`src/design/drc_defs.svh`:
```
// Purpose: constants for the dram refresh and access controller
// Assumes: one 100 MHz clock, synchronous active-high reset
// Notes: cycle counts are in clock periods
//
// Functional notes
// access needs request plus chip select; refresh internal/external
// advanced mode reads status at strobe fall
// advanced mode: no external transparent refresh chaining
// timer flags refresh due, restarts on refresh
// refresh counter increments after each refresh
// 4K: six-bit row/column, top bit chip select
// 16K: seven-bit row and column multiplexed
// two bank bits pick one row strobe
// mode strap enables advanced read, kills banks 0-1
// idle arbiter samples requests every rising edge
// read plus write runs test cycle
// pending refresh request remembered until served
// simultaneous access and refresh: access first
// write: row, early ack, row strobe, column, enable
// transfer ack near end; delayed mode moves ack
// end: outputs off, delayed mode cleared, precharge
// refresh timer counts during accesses
// refresh request during access chains refresh after
// read equals write without write enable
// refresh: timer restart, counter address, strobes, increment
// host pulses refresh during preceding command cycle
// chip select gates requests, never aborts cycles
// access during refresh sets delayed ack mode
// address outputs are inverted
`ifndef DRC_DEFS_SVH
`define DRC_DEFS_SVH
`define DRC_RAS_CAS_CYC 4'h2
`define DRC_CAS_CYC 4'h5
`define DRC_TRANSFER_ACK_N_AT 4'h5
`define DRC_ACC_LEN 4'h9
`define DRC_REF_LEN 4'h6
`define DRC_PRE_CYC 4'h4
`define DRC_TIMER_RST 10'h100
`define DRC_REF_PERIOD_64 10'h224
`define DRC_REF_PERIOD_128 10'h108
`endif

```
`src/design/drc_pkg.sv`:
```
package drc_pkg;
  typedef enum logic [2:0] {
    DRC_IDLE, DRC_ACCESS, DRC_REFRESH, DRC_PRECHARGE
  } drc_state_t;
endpackage

```
`src/design/drc_controller.sv`:
```
// Purpose: arbitrates access, test and refresh cycles for four dram banks
// Assumes: host inputs synchronous to mclk_in; straps static
// Notes: one access or refresh at a time; precharge after each
//   requests arriving mid-cycle wait; refresh requests are remembered
//   straps are read every cycle and must not change while a cycle runs
`include "drc_defs.svh"
module drc_controller import drc_pkg::*; #(
  parameter int REF_PERIOD_64 = 548,
  parameter int REF_PERIOD_128 = 264
) (
  input wire logic mclk_in,
  input wire logic rst_in,
  input wire logic read_request_or_status_in,
  input wire logic write_request_n_in,
  input wire logic protected_select_n_in,
  input wire logic refresh_request_or_latch_in,
  input wire logic [5:0] row_address_in,
  input wire logic row_msb_or_size_strap_in,
  input wire logic size_4k_strap_in,
  input wire logic [6:0] column_address_in,
  input wire logic bank_select_low_in,
  input wire logic bank_select_high_or_mode_strap_in,
  input wire logic advanced_read_strap_in,
  output logic [6:0] mux_address_out_n_out,
  output logic [3:0] bank_row_strobe_n_out,
  output logic column_strobe_n_out,
  output logic write_enable_n_out,
  output logic transfer_ack_n_out,
  output logic system_ack_n_out
);

  // ----------------------------------------------------------------
  // request decode
  // ----------------------------------------------------------------
  logic prev_latch;
  logic next_prev_latch;
  logic latched_status;
  logic next_latched_status;
  logic rd_req;
  logic wr_req;
  logic ext_ref;
  logic access_taken;

  // the latched status is a one-shot read request: it drops once the
  // sequencer takes it, otherwise one status pulse would repeat forever
  always_comb begin
    next_prev_latch = refresh_request_or_latch_in;
    next_latched_status = latched_status;
    if (access_taken) begin
      next_latched_status = 1'b0;
    end
    if (advanced_read_strap_in && prev_latch && !refresh_request_or_latch_in) begin
      next_latched_status = read_request_or_status_in;
    end
  end

  always_ff @(posedge mclk_in) begin
    if (rst_in) begin
      prev_latch <= 1'b0;
      latched_status <= 1'b0;
    end else begin
      prev_latch <= next_prev_latch;
      latched_status <= next_latched_status;
    end
  end

  always_comb begin
    if (advanced_read_strap_in) begin
      rd_req = latched_status && !protected_select_n_in;
      ext_ref = 1'b0;
    end else begin
      // plain levels here, nothing is latched, so an access request has to stand
      // until the sequencer is idle and takes it
      rd_req = !read_request_or_status_in && !protected_select_n_in;
      ext_ref = refresh_request_or_latch_in;
    end
    wr_req = !write_request_n_in && !protected_select_n_in;
  end

  // ----------------------------------------------------------------
  // sequencer state
  // ----------------------------------------------------------------
  drc_state_t state;
  drc_state_t next_state;
  logic [3:0] phase;
  logic [3:0] next_phase;
  logic is_write;
  logic next_is_write;
  logic [1:0] bank;
  logic [1:0] next_bank;
  logic [6:0] row_l;
  logic [6:0] next_row_l;
  logic [6:0] col_l;
  logic [6:0] next_col_l;
  logic ref_pend;
  logic next_ref_pend;
  logic delayed_mode;
  logic next_delayed_mode;
  logic [6:0] ref_row;
  logic [6:0] next_ref_row;
  logic [9:0] ref_timer;
  logic [9:0] next_ref_timer;
  logic timer_due;
  logic [9:0] timer_init;
  logic [6:0] next_addr_n;
  logic [3:0] next_ras_n;
  logic next_cas_n;
  logic next_we_n;
  logic next_transfer_ack_n_n;
  logic next_system_ack_n_n;
  logic ref_start;
  logic ref_done;
  logic ref_clear;

  // ----------------------------------------------------------------
  // helper functions
  // ----------------------------------------------------------------
  // one-hot strobe selection; advanced mode blocks banks 0 and 1
  function automatic logic [3:0] bank_strobe(input logic [1:0] b, input logic adv);
    logic [3:0] s;
    s = 4'hf;
    s[b] = 1'b0;
    if (adv) begin
      s[1:0] = 2'h3;
    end
    return s;
  endfunction

  // the address pins are active low, so every source is complemented here
  function automatic logic [6:0] addr_drive(input logic [6:0] a);
    return ~a;
  endfunction

  // refresh strobes every enabled bank at once; advanced mode keeps 0 and 1 idle
  function automatic logic [3:0] refresh_strobes(input logic adv);
    logic [3:0] s;
    s = 4'h0;
    if (adv) begin
      s[1:0] = 2'h3;
    end
    return s;
  endfunction

  // small parts put the top column bit on the top address pin for the
  // whole access, where it serves as the array's chip select
  function automatic logic [6:0] capture_row(input logic is_small, input logic msb,
      input logic [5:0] low, input logic sel);
    logic [6:0] r;
    r = {msb, low};
    if (is_small) begin
      r = {sel, low};
    end
    return r;
  endfunction

  // ----------------------------------------------------------------
  // refresh bookkeeping
  // ----------------------------------------------------------------
  // a 64-row part refreshes at a little over twice the interval of a 128-row part (548 against 264 cycles)
  assign timer_init = size_4k_strap_in ? 10'(REF_PERIOD_64) : 10'(REF_PERIOD_128);
  assign timer_due = (ref_timer == 10'h000);

  // the sequencer only raises start, done and clear events; keeping the
  // timer, pending flag and row counter here makes their priority plain
  always_comb begin
    next_ref_timer = timer_due ? ref_timer : ref_timer - 10'h001;
    next_ref_pend = ref_pend || ext_ref || timer_due;
    next_ref_row = ref_row;
    if (ref_start) begin
      next_ref_timer = timer_init;
      next_ref_pend = 1'b0;
    end
    if (ref_done) begin
      next_ref_row = ref_row + 7'h01;
    end
    if (ref_clear) begin
      next_ref_row = 7'h00;
    end
  end

  always_ff @(posedge mclk_in) begin
    if (rst_in) begin
      ref_pend <= 1'b0;
      ref_row <= 7'h00;
      ref_timer <= `DRC_TIMER_RST;
    end else begin
      ref_pend <= next_ref_pend;
      ref_row <= next_ref_row;
      ref_timer <= next_ref_timer;
    end
  end

  // ----------------------------------------------------------------
  // cycle sequencer
  // ----------------------------------------------------------------
  always_comb begin
    next_state = state;
    next_phase = phase;
    next_is_write = is_write;
    next_bank = bank;
    next_row_l = row_l;
    next_col_l = col_l;
    next_delayed_mode = delayed_mode;
    access_taken = 1'b0;
    ref_start = 1'b0;
    ref_done = 1'b0;
    ref_clear = 1'b0;
    next_addr_n = mux_address_out_n_out;
    next_ras_n = 4'hf;
    next_cas_n = 1'b1;
    next_we_n = 1'b1;
    next_transfer_ack_n_n = 1'b1;
    next_system_ack_n_n = 1'b1;
    case (state)
      DRC_IDLE: begin
        if (rd_req || wr_req) begin
          access_taken = 1'b1;
          next_state = DRC_ACCESS;
          next_phase = 4'h0;
          next_is_write = wr_req;
          next_bank = {bank_select_high_or_mode_strap_in, bank_select_low_in};
          next_row_l = capture_row(size_4k_strap_in, row_msb_or_size_strap_in,
              row_address_in, column_address_in[6]);
          next_col_l = column_address_in;
          // a test cycle is an ordinary write that also clears the refresh row counter and delayed mode
          if (rd_req && wr_req) begin
            ref_clear = 1'b1;
            next_delayed_mode = 1'b0;
            next_is_write = 1'b1;
          end
          next_addr_n = addr_drive(next_row_l);
          if (!(next_delayed_mode)) begin
            next_system_ack_n_n = 1'b0;
          end
        end else if (ref_pend || ext_ref || timer_due) begin
          next_state = DRC_REFRESH;
          next_phase = 4'h0;
          ref_start = 1'b1;
          next_addr_n = addr_drive(ref_row);
          next_ras_n = refresh_strobes(advanced_read_strap_in);
        end
      end
      DRC_ACCESS: begin
        // the column address goes out one phase ahead of the column strobe
        // so the array sees it settled when the strobe falls
        next_phase = phase + 4'h1;
        next_system_ack_n_n = system_ack_n_out;
        next_ras_n = bank_strobe(bank, advanced_read_strap_in);
        if (phase >= `DRC_RAS_CAS_CYC - 4'h1) begin
          next_addr_n = addr_drive(col_l);
          next_we_n = !is_write;
        end
        if (phase >= `DRC_RAS_CAS_CYC) begin
          next_cas_n = 1'b0;
        end
        if (phase >= `DRC_TRANSFER_ACK_N_AT + `DRC_RAS_CAS_CYC) begin
          next_transfer_ack_n_n = 1'b0;
          next_system_ack_n_n = 1'b0;
        end
        if (phase == `DRC_ACC_LEN) begin
          next_ras_n = 4'hf;
          next_cas_n = 1'b1;
          next_we_n = 1'b1;
          next_transfer_ack_n_n = 1'b1;
          next_system_ack_n_n = 1'b1;
          next_delayed_mode = 1'b0;
          next_state = DRC_PRECHARGE;
          next_phase = 4'h0;
        end
      end
      DRC_REFRESH: begin
        // an access asked for here waits out the refresh, so its early
        // system ack would be a lie; it is held back to the transfer ack
        next_phase = phase + 4'h1;
        next_ras_n = refresh_strobes(advanced_read_strap_in);
        if (rd_req || wr_req) begin
          next_delayed_mode = 1'b1;
        end
        if (phase == `DRC_REF_LEN) begin
          next_ras_n = 4'hf;
          ref_done = 1'b1;
          next_state = DRC_PRECHARGE;
          next_phase = 4'h0;
        end
      end
      DRC_PRECHARGE: begin
        next_phase = phase + 4'h1;
        if (rd_req || wr_req) begin
          next_delayed_mode = delayed_mode;
        end
        if (phase == `DRC_PRE_CYC - 4'h1) begin
          next_state = DRC_IDLE;
        end
      end
      default: begin
        next_state = DRC_IDLE;
      end
    endcase
  end

  // ----------------------------------------------------------------
  // sequencer registers
  // ----------------------------------------------------------------
  always_ff @(posedge mclk_in) begin
    if (rst_in) begin
      state <= DRC_IDLE;
      phase <= 4'h0;
      is_write <= 1'b0;
      bank <= 2'h0;
      row_l <= 7'h00;
      col_l <= 7'h00;
      delayed_mode <= 1'b0;
    end else begin
      state <= next_state;
      phase <= next_phase;
      is_write <= next_is_write;
      bank <= next_bank;
      row_l <= next_row_l;
      col_l <= next_col_l;
      delayed_mode <= next_delayed_mode;
    end
  end

  // ----------------------------------------------------------------
  // output registers
  // ----------------------------------------------------------------
  // every pin comes straight from a flop so neither side sees decode
  // glitches; the cost is one clock of latency on each strobe
  always_ff @(posedge mclk_in) begin
    if (rst_in) begin
      mux_address_out_n_out <= 7'h7f;
      bank_row_strobe_n_out <= 4'hf;
      column_strobe_n_out <= 1'b1;
      write_enable_n_out <= 1'b1;
      transfer_ack_n_out <= 1'b1;
      system_ack_n_out <= 1'b1;
    end else begin
      mux_address_out_n_out <= next_addr_n;
      bank_row_strobe_n_out <= next_ras_n;
      column_strobe_n_out <= next_cas_n;
      write_enable_n_out <= next_we_n;
      transfer_ack_n_out <= next_transfer_ack_n_n;
      system_ack_n_out <= next_system_ack_n_n;
    end
  end

endmodule

```
`config.mk`:
```
export PLATFORM = sky130hd
export DESIGN_NAME = drc_controller
export DESIGN_NICKNAME = d
export VERILOG_FILES = /design/src/design/drc_pkg.sv /design/src/design/drc_controller.sv
export VERILOG_INCLUDE_DIRS = /design/src /design/src/design
export SDC_FILE = /design/constraint.sdc
export NUM_CORES = 1
export LEC_CHECK = 0
export BUFFER_PORTS_ARGS = -buffer_cell sky130_fd_sc_hd__buf_2
export CAP_MARGIN = 20
export CORE_UTILIZATION = 44
export CTS_CLUSTER_DIAMETER = 30
export DETAILED_ROUTE_END_ITERATION = 10
export PLACE_DENSITY_LB_ADDON = 0.15
export SYNTH_ARGS = -nofsm -noshare
export SYNTH_HDL_FRONTEND = slang
export SYNTH_SLANG_ARGS = --single-unit
```
`constraint.sdc`:
```
create_clock -name mclk_in -period 2.83 [get_ports mclk_in]
set_input_delay 0.283 -clock mclk_in [delete_from_list [all_inputs] [get_ports mclk_in]]
set_output_delay 0.283 -clock mclk_in [all_outputs]
set_load 0.01 [all_outputs]
```
==> results of run 1 <==
-- critical path, stage by stage (launching register included) --
cell      delay (ns)
dfxtp_1         0.35
inv_1           0.06
ha_1            0.17
or3b_4          0.42
o311ai_4        0.41
a211oi_2        0.15
a211oi_2        0.31
mux2_1          0.35
-- registers in the layout, summed over array words and instances (netlist names), 2 cells and up --
register,cells
bank,2
mux_address_out_n_out,7
bank_row_strobe_n_out,4
phase,4
col_l,7
ref_timer,10
ref_row,7
state,2
-- power groups by stage --
stage          clock network [mW]  registers, mW  logic, mW
3_3_place_gp                    0           1.01      0.973
5_1_grt                     0.635           1.02       1.10
3_5_place_dp                    0           1.02      0.973
6_report                    0.601          0.999      0.980
4_1_cts                     0.609           1.00      0.981
2_1_floorplan                   0           1.03      0.724
-- routing by layer --
layer | vias to the layer above | share of wire, % | GRT usage, %
li1 | 1225 | - | -
met2 | 45 | 48 | 35.4
met1 | 1093 | 47 | 25.9
met4 | 0 | 1.4 | 6.43
met5 | - | 0 | 0
met3 | 9 | 3.6 | 3.64
-- how the worst min path moves through the flow --
stage / endpoint / startpoint / cells past startpoint
2_1_floorplan: write_enable_n_out / is_write / 1
3_3_place_gp: write_enable_n_out / is_write / 1
3_5_place_dp: write_enable_n_out / is_write / 1
4_1_cts: col_l[2] / column_address_in[2] / 3
5_1_grt: col_l[0] / column_address_in[0] / 3
6_report: col_l[2] / column_address_in[2] / 3
-- cell families (layout without fill, tap and decap cells) --
group                      count (synthesis)  count (layout)  share of synthesized area [%]
buffers and inverters                     36              69                           5.29
AOI/OAI and AO/OA                         84              84                           21.1
muxes                                     13              13                           4.92
and+or+nand+nor                          124             124                           22.3
DFF                                       52              52                           38.6
adders and majority gates                 11              11                           5.11
xor gates and xnor gates                   8               8                           2.60
-- layout make-up --
cell class	instances	share of cell area (%)
multi-input combinational	240	49.2
tap	75	3.06
clock inverter	2	1.96
timing repair buffer	42	7.17
sequential	52	33.9
clock buffer	5	2.24
inverter	20	2.45
-- cells in the mapped netlist, types with 2 or more instances --
cell / count
dfxtp_1: 52
nand2_1: 43
nor2_1: 32
a21oi_1: 24
inv_1: 19
o21ai_0: 17
clkbuf_1: 15
ha_1: 11
mux2i_1: 11
a221oi_1: 7
a31oi_1: 7
or3_1: 7
nand3_1: 6
nor2b_1: 6
nor3_1: 6
xnor2_1: 5
nand3b_1: 4
a211oi_1: 3
a21o_1: 3
and3_1: 3
nand2b_1: 3
nand4_1: 3
o211ai_1: 3
o21a_1: 3
o41ai_1: 3
xor2_1: 3
a211oi_2: 2
a22oi_1: 2
a311oi_1: 2
nand4b_1: 2
nor4_1: 2
nor4bb_1: 2
==> results.md, run 1 <==
- Outcome: finished clean
- Post-synth top area share: 38.6%
- Hold Buf Count CTS: 0
- Pwr per Cell Area: between 800 and 900 nW/um^2
- Hold slack final: roughly 0.2 ns
- Worst setup path class: flop to flop
- Syn_area_per_cell: just over 8 um^2
- Core Box Area: ~5900 um^2
- Peak supply drop: 433 uV
- Hold crit path type: input port to flop
- Critical R2R Launch: ref_timer[0]
- Cell internal pwr: between 1.5 and 2 mW
- First-pass GRT wire length: ~10 mm
- CTS root buffer: clkbuf_8
- Vias per cell: 5.44
- Chip height: 80.2 um
- Final core utilization: between 50% and 60%
- Top post-synthesis cells by area: dfxtp_1 39%, nand2_1 6.0%, ha_1 5.1%, a21oi_1 4.5%, nor2_1 4.5%
- CTS tree: done
- Die Footprint: 6440 um^2
- Area of the multi-input gates: approximately 1500 um^2
- RSZ-0062 raised after global routing: no
- IO buf count: 38
- Ys Warns: 0
- Final count of pins violating max slew: 0
- Post_cts resized: 0
- GRT Util Overall: between 20% and 30%
- Total CTS buffers: 5
- Worst reg2reg path endpoint: state[0]
- Number of routed nets with antenna violations: 0
- Post-DP HPWL: 4.44 mm
- Clock power share: a little under a quarter
- Sum Neg Setup Slack: 0 ns
- Routability congestion estimate from global placement: between 0.7 and 0.8
- R2R setup slack: 0.51 ns
- WL final: between 6 and 7 mm
- Final total power: 2.58 mW
- Rel. slew slack: approximately 49%
- Commonest non-fill, non-tap cells in the layout: 52 x dfxtp_1, 43 x nand2_1, 38 x buf_2
- Routed wire per std cell: 14.3 um
- Placed cell count: 429
- Detailed Routing Iterations Pass 1: 4
- CP Max Fanout: 6
- CTS Buffer Depth: 2
- Final worst path period need: roughly 2.3 ns
- Post-CTS Setup Repair Bufs: 0
- Seq/Total Area, Yosys: roughly two fifths
- Area post-placement: around 2900 um^2
- Iter 0 DRT Violations: 97
- Critical path arrival: approximately 2.5 ns
- Sw Pwr: a little over 900 uW
- EDFF count, synth: 0
- Post-synth top flop: dfxtp_1
- Slew @ Worst Pin: approximately 0.76 ns
- Final #Nets: 396
- FF+latch count, synth: 52
- Final non-filler cell total: 436
- Sw Ratio: roughly 36%
- Sequential Power Share: roughly 39%
- Initial Utilization: a little under half
- Final worst setup slack: between 0.5 and 0.6 ns
- MaxCap Viol Count: 0
- Worst-Skew Late Latency: roughly 0.31 ns
- Most common cell after layout, fill and taps aside: dfxtp_1
- Count of final setup violators: 0
- CTS clk-pin slew, worst paths: 0.10 ns
- Synthesized net count: roughly 360
- Final hold violation count: 0
- GRT overflow: 0
- Distinct cells, synth: between 40 and 50
- N_diodes: 0
- R2R cell count: 7
- Clk sinks: 52
- Fin area: approximately 3000 um^2
- Nature of the critical path endpoint: flop
- Post-synth top area cell: dfxtp_1
- Sequential Area: about 1000 um^2
- FP Rows: 28
- Fraction of layout instances using a drive strength above 1: between 10% and 20%
- Fillers: 592
- DR vias: around 2,400
- Post-synth ARST share: 0%
- Die width: around 80 um
- Area grow syn2layout: 13.9%
- Vias in the first global route: 2,223
- H-tree depth: 2
- Initial antenna violation count: 0
- End of the critical path: state[0]
- Post-synthesis instance total: 328
- Ratio of final minimum period to clock period: about four fifths
- Largest net degree at the start of global routing: 42
- # IOs: 39
- Setup Skew: approximately 0.013 ns
- Fmax achieved: ~0.43 GHz
- Pre-CTS WS: between 0.5 and 0.6 ns
- Combinational power share: between 30 and 40%
- Critical path launch point type: flop
- Worst endpoint required time: 3.03 ns
- Mapped cell area: 2690 um^2
- Leak: 1.19 nW
- CP startpoint: ref_timer[0]
- Drt drc: 0
Note: power is estimated with default switching activity, not from simulation.
==> inputs of run 2 (changes only) <==
==> constraint.sdc (replaced) <==
create_clock -name mclk_in -period 2.3 [get_ports mclk_in]
set_input_delay 0.23 -clock mclk_in [delete_from_list [all_inputs] [get_ports mclk_in]]
set_output_delay 0.23 -clock mclk_in [all_outputs]
set_load 0.01 [all_outputs]
==> run 2 against run 1 <==
  * Count of clock-buffer cells in the layout unchanged
  * Die area unchanged
  * Register-to-register slack worse by 0.38 ns
  * Critical path type unchanged
  * Critical path depth unchanged
  * Routed wire length up 1.4%
  * Clock power up 22%
  * Final area up 1.7%
  * Clock skew down 0.0042 ns
==> results.md, run 2 (same netlist as run 1, synthesis figures left out) <==
- Outcome: finished clean
- CTS Buffer Depth: 2
- Pre-CTS WS: 0.0497 ns
- Fmax achieved: 0.461 GHz
- CTS tree: done
- WL final: about 6.3 mm
- IO buf count: 38
- Final worst setup slack: approximately 0.13 ns
- Vias per cell: 5.38
- Count of final setup violators: 0
- Routability congestion estimate from global placement: between 0.8 and 0.9
- N_diodes: 0
- Sw Pwr: approximately 1.1 mW
- Critical R2R Launch: ref_timer[1]
- H-tree depth: 2
- # IOs: 39
- Final count of pins violating max slew: 0
- Initial antenna violation count: 0
- Setup Skew: approximately 0.0083 ns
- Slew @ Worst Pin: about 0.76 ns
- GRT overflow: 0
- Crit-path cells: inv_1 > ha_1 > or3b_4 > o311ai_4 > a211oi_2 > or2_1 > mux2i_1
- Leak: 1.22 nW
- Fraction of layout instances using a drive strength above 1: 17.1%
- CP delay by family, top: simple AND/OR/NAND/NOR gates
- Post_cts resized: 0
- Fillers: around 590
- Pwr per Cell Area: just over 1000 nW/um^2
- Critical path launch point type: flop
- Combinational power share: 39.1%
- Worst path slowest cell: or3b_4
- Number of routed nets with antenna violations: 0
- R2R cell count: 7
- Hold crit path type: input port to flop
- Area grow syn2layout: 15.9%
- Vias in the first global route: between 2,000 and 2,500
- Clk sinks: 52
- Sequential Power Share: 38.1%
- Core Box Area: roughly 6000 um^2
- Final #Nets: just over 400
- Commonest non-fill, non-tap cells in the layout: 52 x dfxtp_1, 43 x nand2_1, 38 x buf_2
- RSZ-0062 raised after global routing: no
- Largest register FFs: 10
- Post-DP HPWL: between 4 and 5 mm
- Rel. slew slack: about half
- Hold Crit Endpoint: col_l[0]
- First-pass GRT wire length: around 10 mm
- MaxCap Viol Count: 0
- CP Max Fanout: 7
- Die Footprint: 6440 um^2
- Die width: ~80 um
- Worst endpoint required time: approximately 2.5 ns
- Nature of the critical path endpoint: flop
- CP bufs+invs: 1
- Detailed Routing Iterations Pass 1: 4
- Final total power: about 3.2 mW
- Most common cell after layout, fill and taps aside: dfxtp_1
- Sum Neg Setup Slack: 0 ns
- GRT Util Overall: 20.9%
- Placed cell count: between 400 and 500
- CTS root buffer: clkbuf_8
- Iter 0 DRT Violations: roughly 120
- R2R setup slack: approximately 0.13 ns
- Final hold violation count: 0
- Final worst path period need: 2.17 ns
- Routed wire per std cell: around 14 um
- Hold-critical path depth: 3
- Peak supply drop: 439 uV
- Total CTS buffers: 5
- Sw Ratio: 35.1%
- Hold_sp: column_address_in[0]
- Largest net degree at the start of global routing: 42
- Cell internal pwr: roughly 2.1 mW
- Drt drc: 0
- Ratio of final minimum period to clock period: a little over nine tenths
- Worst setup path class: flop to flop
- DR vias: about 2,400
- CTS clk-pin slew, worst paths: ~0.10 ns
- Critical path arrival: 2.35 ns
- Final non-filler cell total: approximately 440
- Largest reg by FF count: ref_timer
- Worst reg2reg path endpoint: mux_address_out_n_out[4]
- FP Rows: 28
- Initial Utilization: a little under half
- Clock power share: roughly 23%
- Largest stage delay, worst path: between 0.4 and 0.5 ns
- Chip height: approximately 80 um
- Worst-Skew Late Latency: about 0.30 ns
[run 2: how the worst max path moves through the flow]
stage / startpoint / to / slack, ns / cells after the start
3_5_place_dp: ref_timer[1] / state[0] / 0.05 / 7
4_1_cts: ref_timer[1] / state[0] / 0.03 / 7
6_report: ref_timer[1] / mux_address_out_n_out[4] / 0.13 / 7
3_3_place_gp: ref_timer[1] / mux_address_out_n_out[5] / 0.12 / 7
5_1_grt: ref_timer[1] / mux_address_out_n_out[4] / 0.005 / 7
2_1_floorplan: ref_timer[0] / state[0] / 0.16 / 7
[run 2: per-stage QoR]
stage | util [%] | hold WS [ns] | area (um^2)
2_1_floorplan | - | 0.358 | 2690
3_3_place_gp | 50.3 | 0.391 | 2980
3_5_place_dp | 50.3 | 0.383 | 2980
4_1_cts | 52.5 | 0.147 | 3110
5_1_grt | 52.7 | 0.147 | 3120
6_report | 52.7 | 0.151 | 3120
[run 2: repair_timing]
item / in CTS / in global routing
hold buffers: 0 / 0
buffers inserted: 0 / 2
setup endpoints to repair: 0 / 16
[run 2: area by class of cell]
class                   instances  area (um^2)  share of cell area [%]
well taps                      75         93.8                    3.01
repair buffers                 49          273                    8.74
clock buffers                   5         68.8                    2.20
multi-input cells             240         1510                    48.4
clock inverters                 2         60.1                    1.92
inverters                      20         75.1                    2.40
flip-flops and latches         52         1040                    33.3
[run 2: power groups by stage]
stage               clock, mW  combinational (mW)  sequential [mW]
detailed placement          0                1.24             1.24
CTS                     0.742                1.25             1.23
global placement            0                1.24             1.24
global route            0.774                1.41             1.25
finish                  0.732                1.26             1.22
floorplan                   0               0.891             1.27
[run 2: worst register-to-register path: cells and delay by family (launching register included)]
family                   cells  cell delay [ns]
AO/OA/AOI/OAI                2             0.47
adder cells (fa/ha/maj)      1             0.16
buffers and inverters        1             0.06
flip-flops                   1             0.35
multiplexers                 1             0.18
AND/OR/NAND/NOR              2             0.84
[run 2: layer usage]
metal	up-vias	track usage, %	part of all wire [%]
met3	6	3.41	4.1
met1	1080	27.3	47
met4	0	6.61	1.5
met2	55	34.9	47
met5	-	0	0
li1	1241	-	-
==> inputs of run 3 (changes only) <==
--- a/config.mk
+++ b/config.mk
@@ -6,11 +6,11 @@
 export SDC_FILE = /design/constraint.sdc
 export NUM_CORES = 1
 export LEC_CHECK = 0
-export BUFFER_PORTS_ARGS = -buffer_cell sky130_fd_sc_hd__buf_2
 export CAP_MARGIN = 20
-export CORE_UTILIZATION = 44
+export CORE_UTILIZATION = 29
 export CTS_CLUSTER_DIAMETER = 30
 export DETAILED_ROUTE_END_ITERATION = 10
+export DONT_BUFFER_PORTS = 1
 export PLACE_DENSITY_LB_ADDON = 0.15
 export SYNTH_ARGS = -nofsm -noshare
 export SYNTH_HDL_FRONTEND = slang
==> run 3 against run 2 <==
  * Register-to-register slack worse by 0.05 ns
  * Cell count is 0.68% lower
  * The run now ends with DRC left
  * Critical endpoint is now state[0]
  * Power is 7.0% lower
  * Die area grew 50%
  * Routed wire length up 13%
  * Worst hold slack got worse by 0.13 ns
  * Critical path depth unchanged
==> results.md, run 3 (same netlist as run 1, synthesis figures left out) <==
- Slew @ Worst Pin: just under 1 ns
- Worst setup path class: flop to flop
- DR vias: between 2,000 and 2,500
- Leak: between 1 and 1.5 nW
- IO buf count: 0
- FP Rows: 34
- Ratio of final minimum period to clock period: 96.5%
- Fmax achieved: 0.451 GHz
- Routability congestion estimate from global placement: about 0.84
- Setup Skew: ~0.0098 ns
- Fin area: roughly 3000 um^2
- Final hold violation count: 0
- Core Box Area: 8850 um^2
- Crit-path cells: inv_1 > ha_2 > or3b_4 > o311ai_4 > a211oi_2 > a211oi_2 > mux2_1
- Outcome: finished, violations left
- Number of routed nets with antenna violations: 0
- Initial Utilization: slightly above 30%
- Final total power: roughly 3 mW
- Sequential Power Share: 43.4%
- Commonest non-fill, non-tap cells in the layout: 50 x dfxtp_1, 43 x nand2_1, 32 x nor2_1
- Largest reg by FF count: ref_timer
- Combinational power share: a little under two fifths
- CTS root buffer: clkbuf_8
- First-pass GRT wire length: 11.8 mm
- Sw Pwr: ~1.2 mW
- Pwr per Cell Area: approximately 1000 nW/um^2
- Clock power share: a little under a fifth
- Clk sinks: 52
- Area post-placement: approximately 2800 um^2
- CP bufs+invs: 1
- Fillers: 964
- Count of final setup violators: 0
- Rel. slew slack: about a third
- Die width: 98.4 um
- RSZ-0062 raised after global routing: yes
- Iter 0 DRT Violations: roughly 130
- GRT Util Overall: about 15%
- Worst-Skew Late Latency: 0.31 ns
- Worst endpoint required time: between 2 and 3 ns
- Critical path arrival: around 2.4 ns
- Sw Ratio: between 30 and 40%
- Area grow syn2layout: 9.57%
- Sum Neg Setup Slack: 0 ns
- Failing checks: DRC
- Nature of the critical path endpoint: flop
- Final count of pins violating max slew: 0
- Drt drc: 4
- Sequential Area: roughly 1000 um^2
- Final worst path period need: around 2.2 ns
- Cell internal pwr: between 1.5 and 2 mW
- Vias in the first global route: about 2,300
- Chip height: around 98 um
- Most common cell after layout, fill and taps aside: dfxtp_1
- Post-DP HPWL: just over 5 mm
- Hold crit path type: input port to flop
- CTS clk-pin slew, worst paths: ~0.1 ns
- Total CTS buffers: 5
- MaxCap Viol Count: 0
- Crit path top cell by count: a211oi_2
- CP Max Fanout: 6
- # IOs: 39
- Peak supply drop: just over 400 uV
- CTS Buffer Depth: 2
- CP delay by family, top: compound AO/OA/AOI/OAI gates
- WL final: between 7 and 8 mm
- Die Footprint: 9680 um^2
- Final #Nets: between 300 and 400
- Largest stage delay, worst path: 0.41 ns
- Initial antenna violation count: 0
- Area of the multi-input gates: 1510 um^2
- Critical path launch point type: flop
- Worst path slowest cell: or3b_4
- CTS tree: done
- GRT overflow: 0
- Largest net degree at the start of global routing: 22
- Detailed Routing Iterations Pass 1: 7
- Final core utilization: roughly 33%
- Routed wire per std cell: approximately 16 um
- H-tree depth: 2
- Largest register FFs: 10
- Fraction of layout instances using a drive strength above 1: 8.73%
- Vias per cell: around 5.2
- N_diodes: 0
-- run 3: cell types whose count changed in the layout (fill, tap and decap cells not counted), sizes merged --
| cell | previous run | this run |
|---|---|---|
| clkinvlp | 0 | 1 |
| buf | 49 | 10 |
| dlygate4sd3 | 0 | 2 |
| bufinv | 2 | 0 |
| clkinv | 1 | 2 |
| inv | 19 | 20 |
-- run 3: final timing paths --
path,from,slack (ns),endpoint,depth (start not counted)
setup / recovery,ref_timer[0],0.08,state[0],7
hold / removal,rst_in,0.02,system_ack_n_out,1
setup reg to reg,ref_timer[0],0.08,state[0],7
hold reg to reg,is_write,0.44,write_enable_n_out,1
-- run 3: worst reg2reg max path, stage by stage (launching register included) --
cell and delay, ns:
dfxtp_2 0.35, inv_1 0.06, ha_2 0.18, or3b_4 0.41, o311ai_4 0.38, a211oi_2 0.10, a211oi_2 0.29, mux2_1 0.35
-- run 3: area by class of cell --
| class | count | area share, % |
|---|---|---|
| Sequential cell | 52 | 35.4 |
| Tap cell | 108 | 4.58 |
| Clock inverter | 3 | 0.721 |
| Multi-Input combinational cell | 240 | 51.3 |
| Clock buffer | 5 | 2.33 |
| Timing Repair Buffer | 12 | 3.22 |
| Inverter | 20 | 2.54 |
-- run 3: power groups by stage --
stage / sequential, mW / clock, mW / combinational [mW]
after floorplan: 1.27 / 0 / 0.891
after detailed placement: 1.32 / 0 / 1.11
after CTS: 1.30 / 0.573 / 1.12
final: 1.30 / 0.542 / 1.15
after global placement: 1.31 / 0 / 1.11
after global routing: 1.33 / 0.598 / 1.29
-- run 3: metal layers --
metal  routed length [um]  track usage, %
met5                    0               0
met1                 3420            20.3
met4                   49            3.56
met2                 3250            25.3
met3                  429            4.15
-- run 3: what timing repair did --
action / 4_1_cts / 5_1_grt
hold buffers: 2 / 0
gates resized for setup: 0 / 4
endpoints found under the setup margin: 0 / 9
hold endpoints to repair: 21 / 0
setup buffers: 0 / 2
-- run 3: stage by stage --
step | setup WS, ns | hold slack, ns | std cells
floorplan | 0.159 | 0.358 | 328
detailed placement | 0.0361 | 0.307 | 428
global route | -0.0127 | 0.000559 | 440
global placement | 0.102 | 0.306 | 428
CTS | 0.0322 | 0.00508 | 438
finish | 0.0809 | 0.0239 | 440
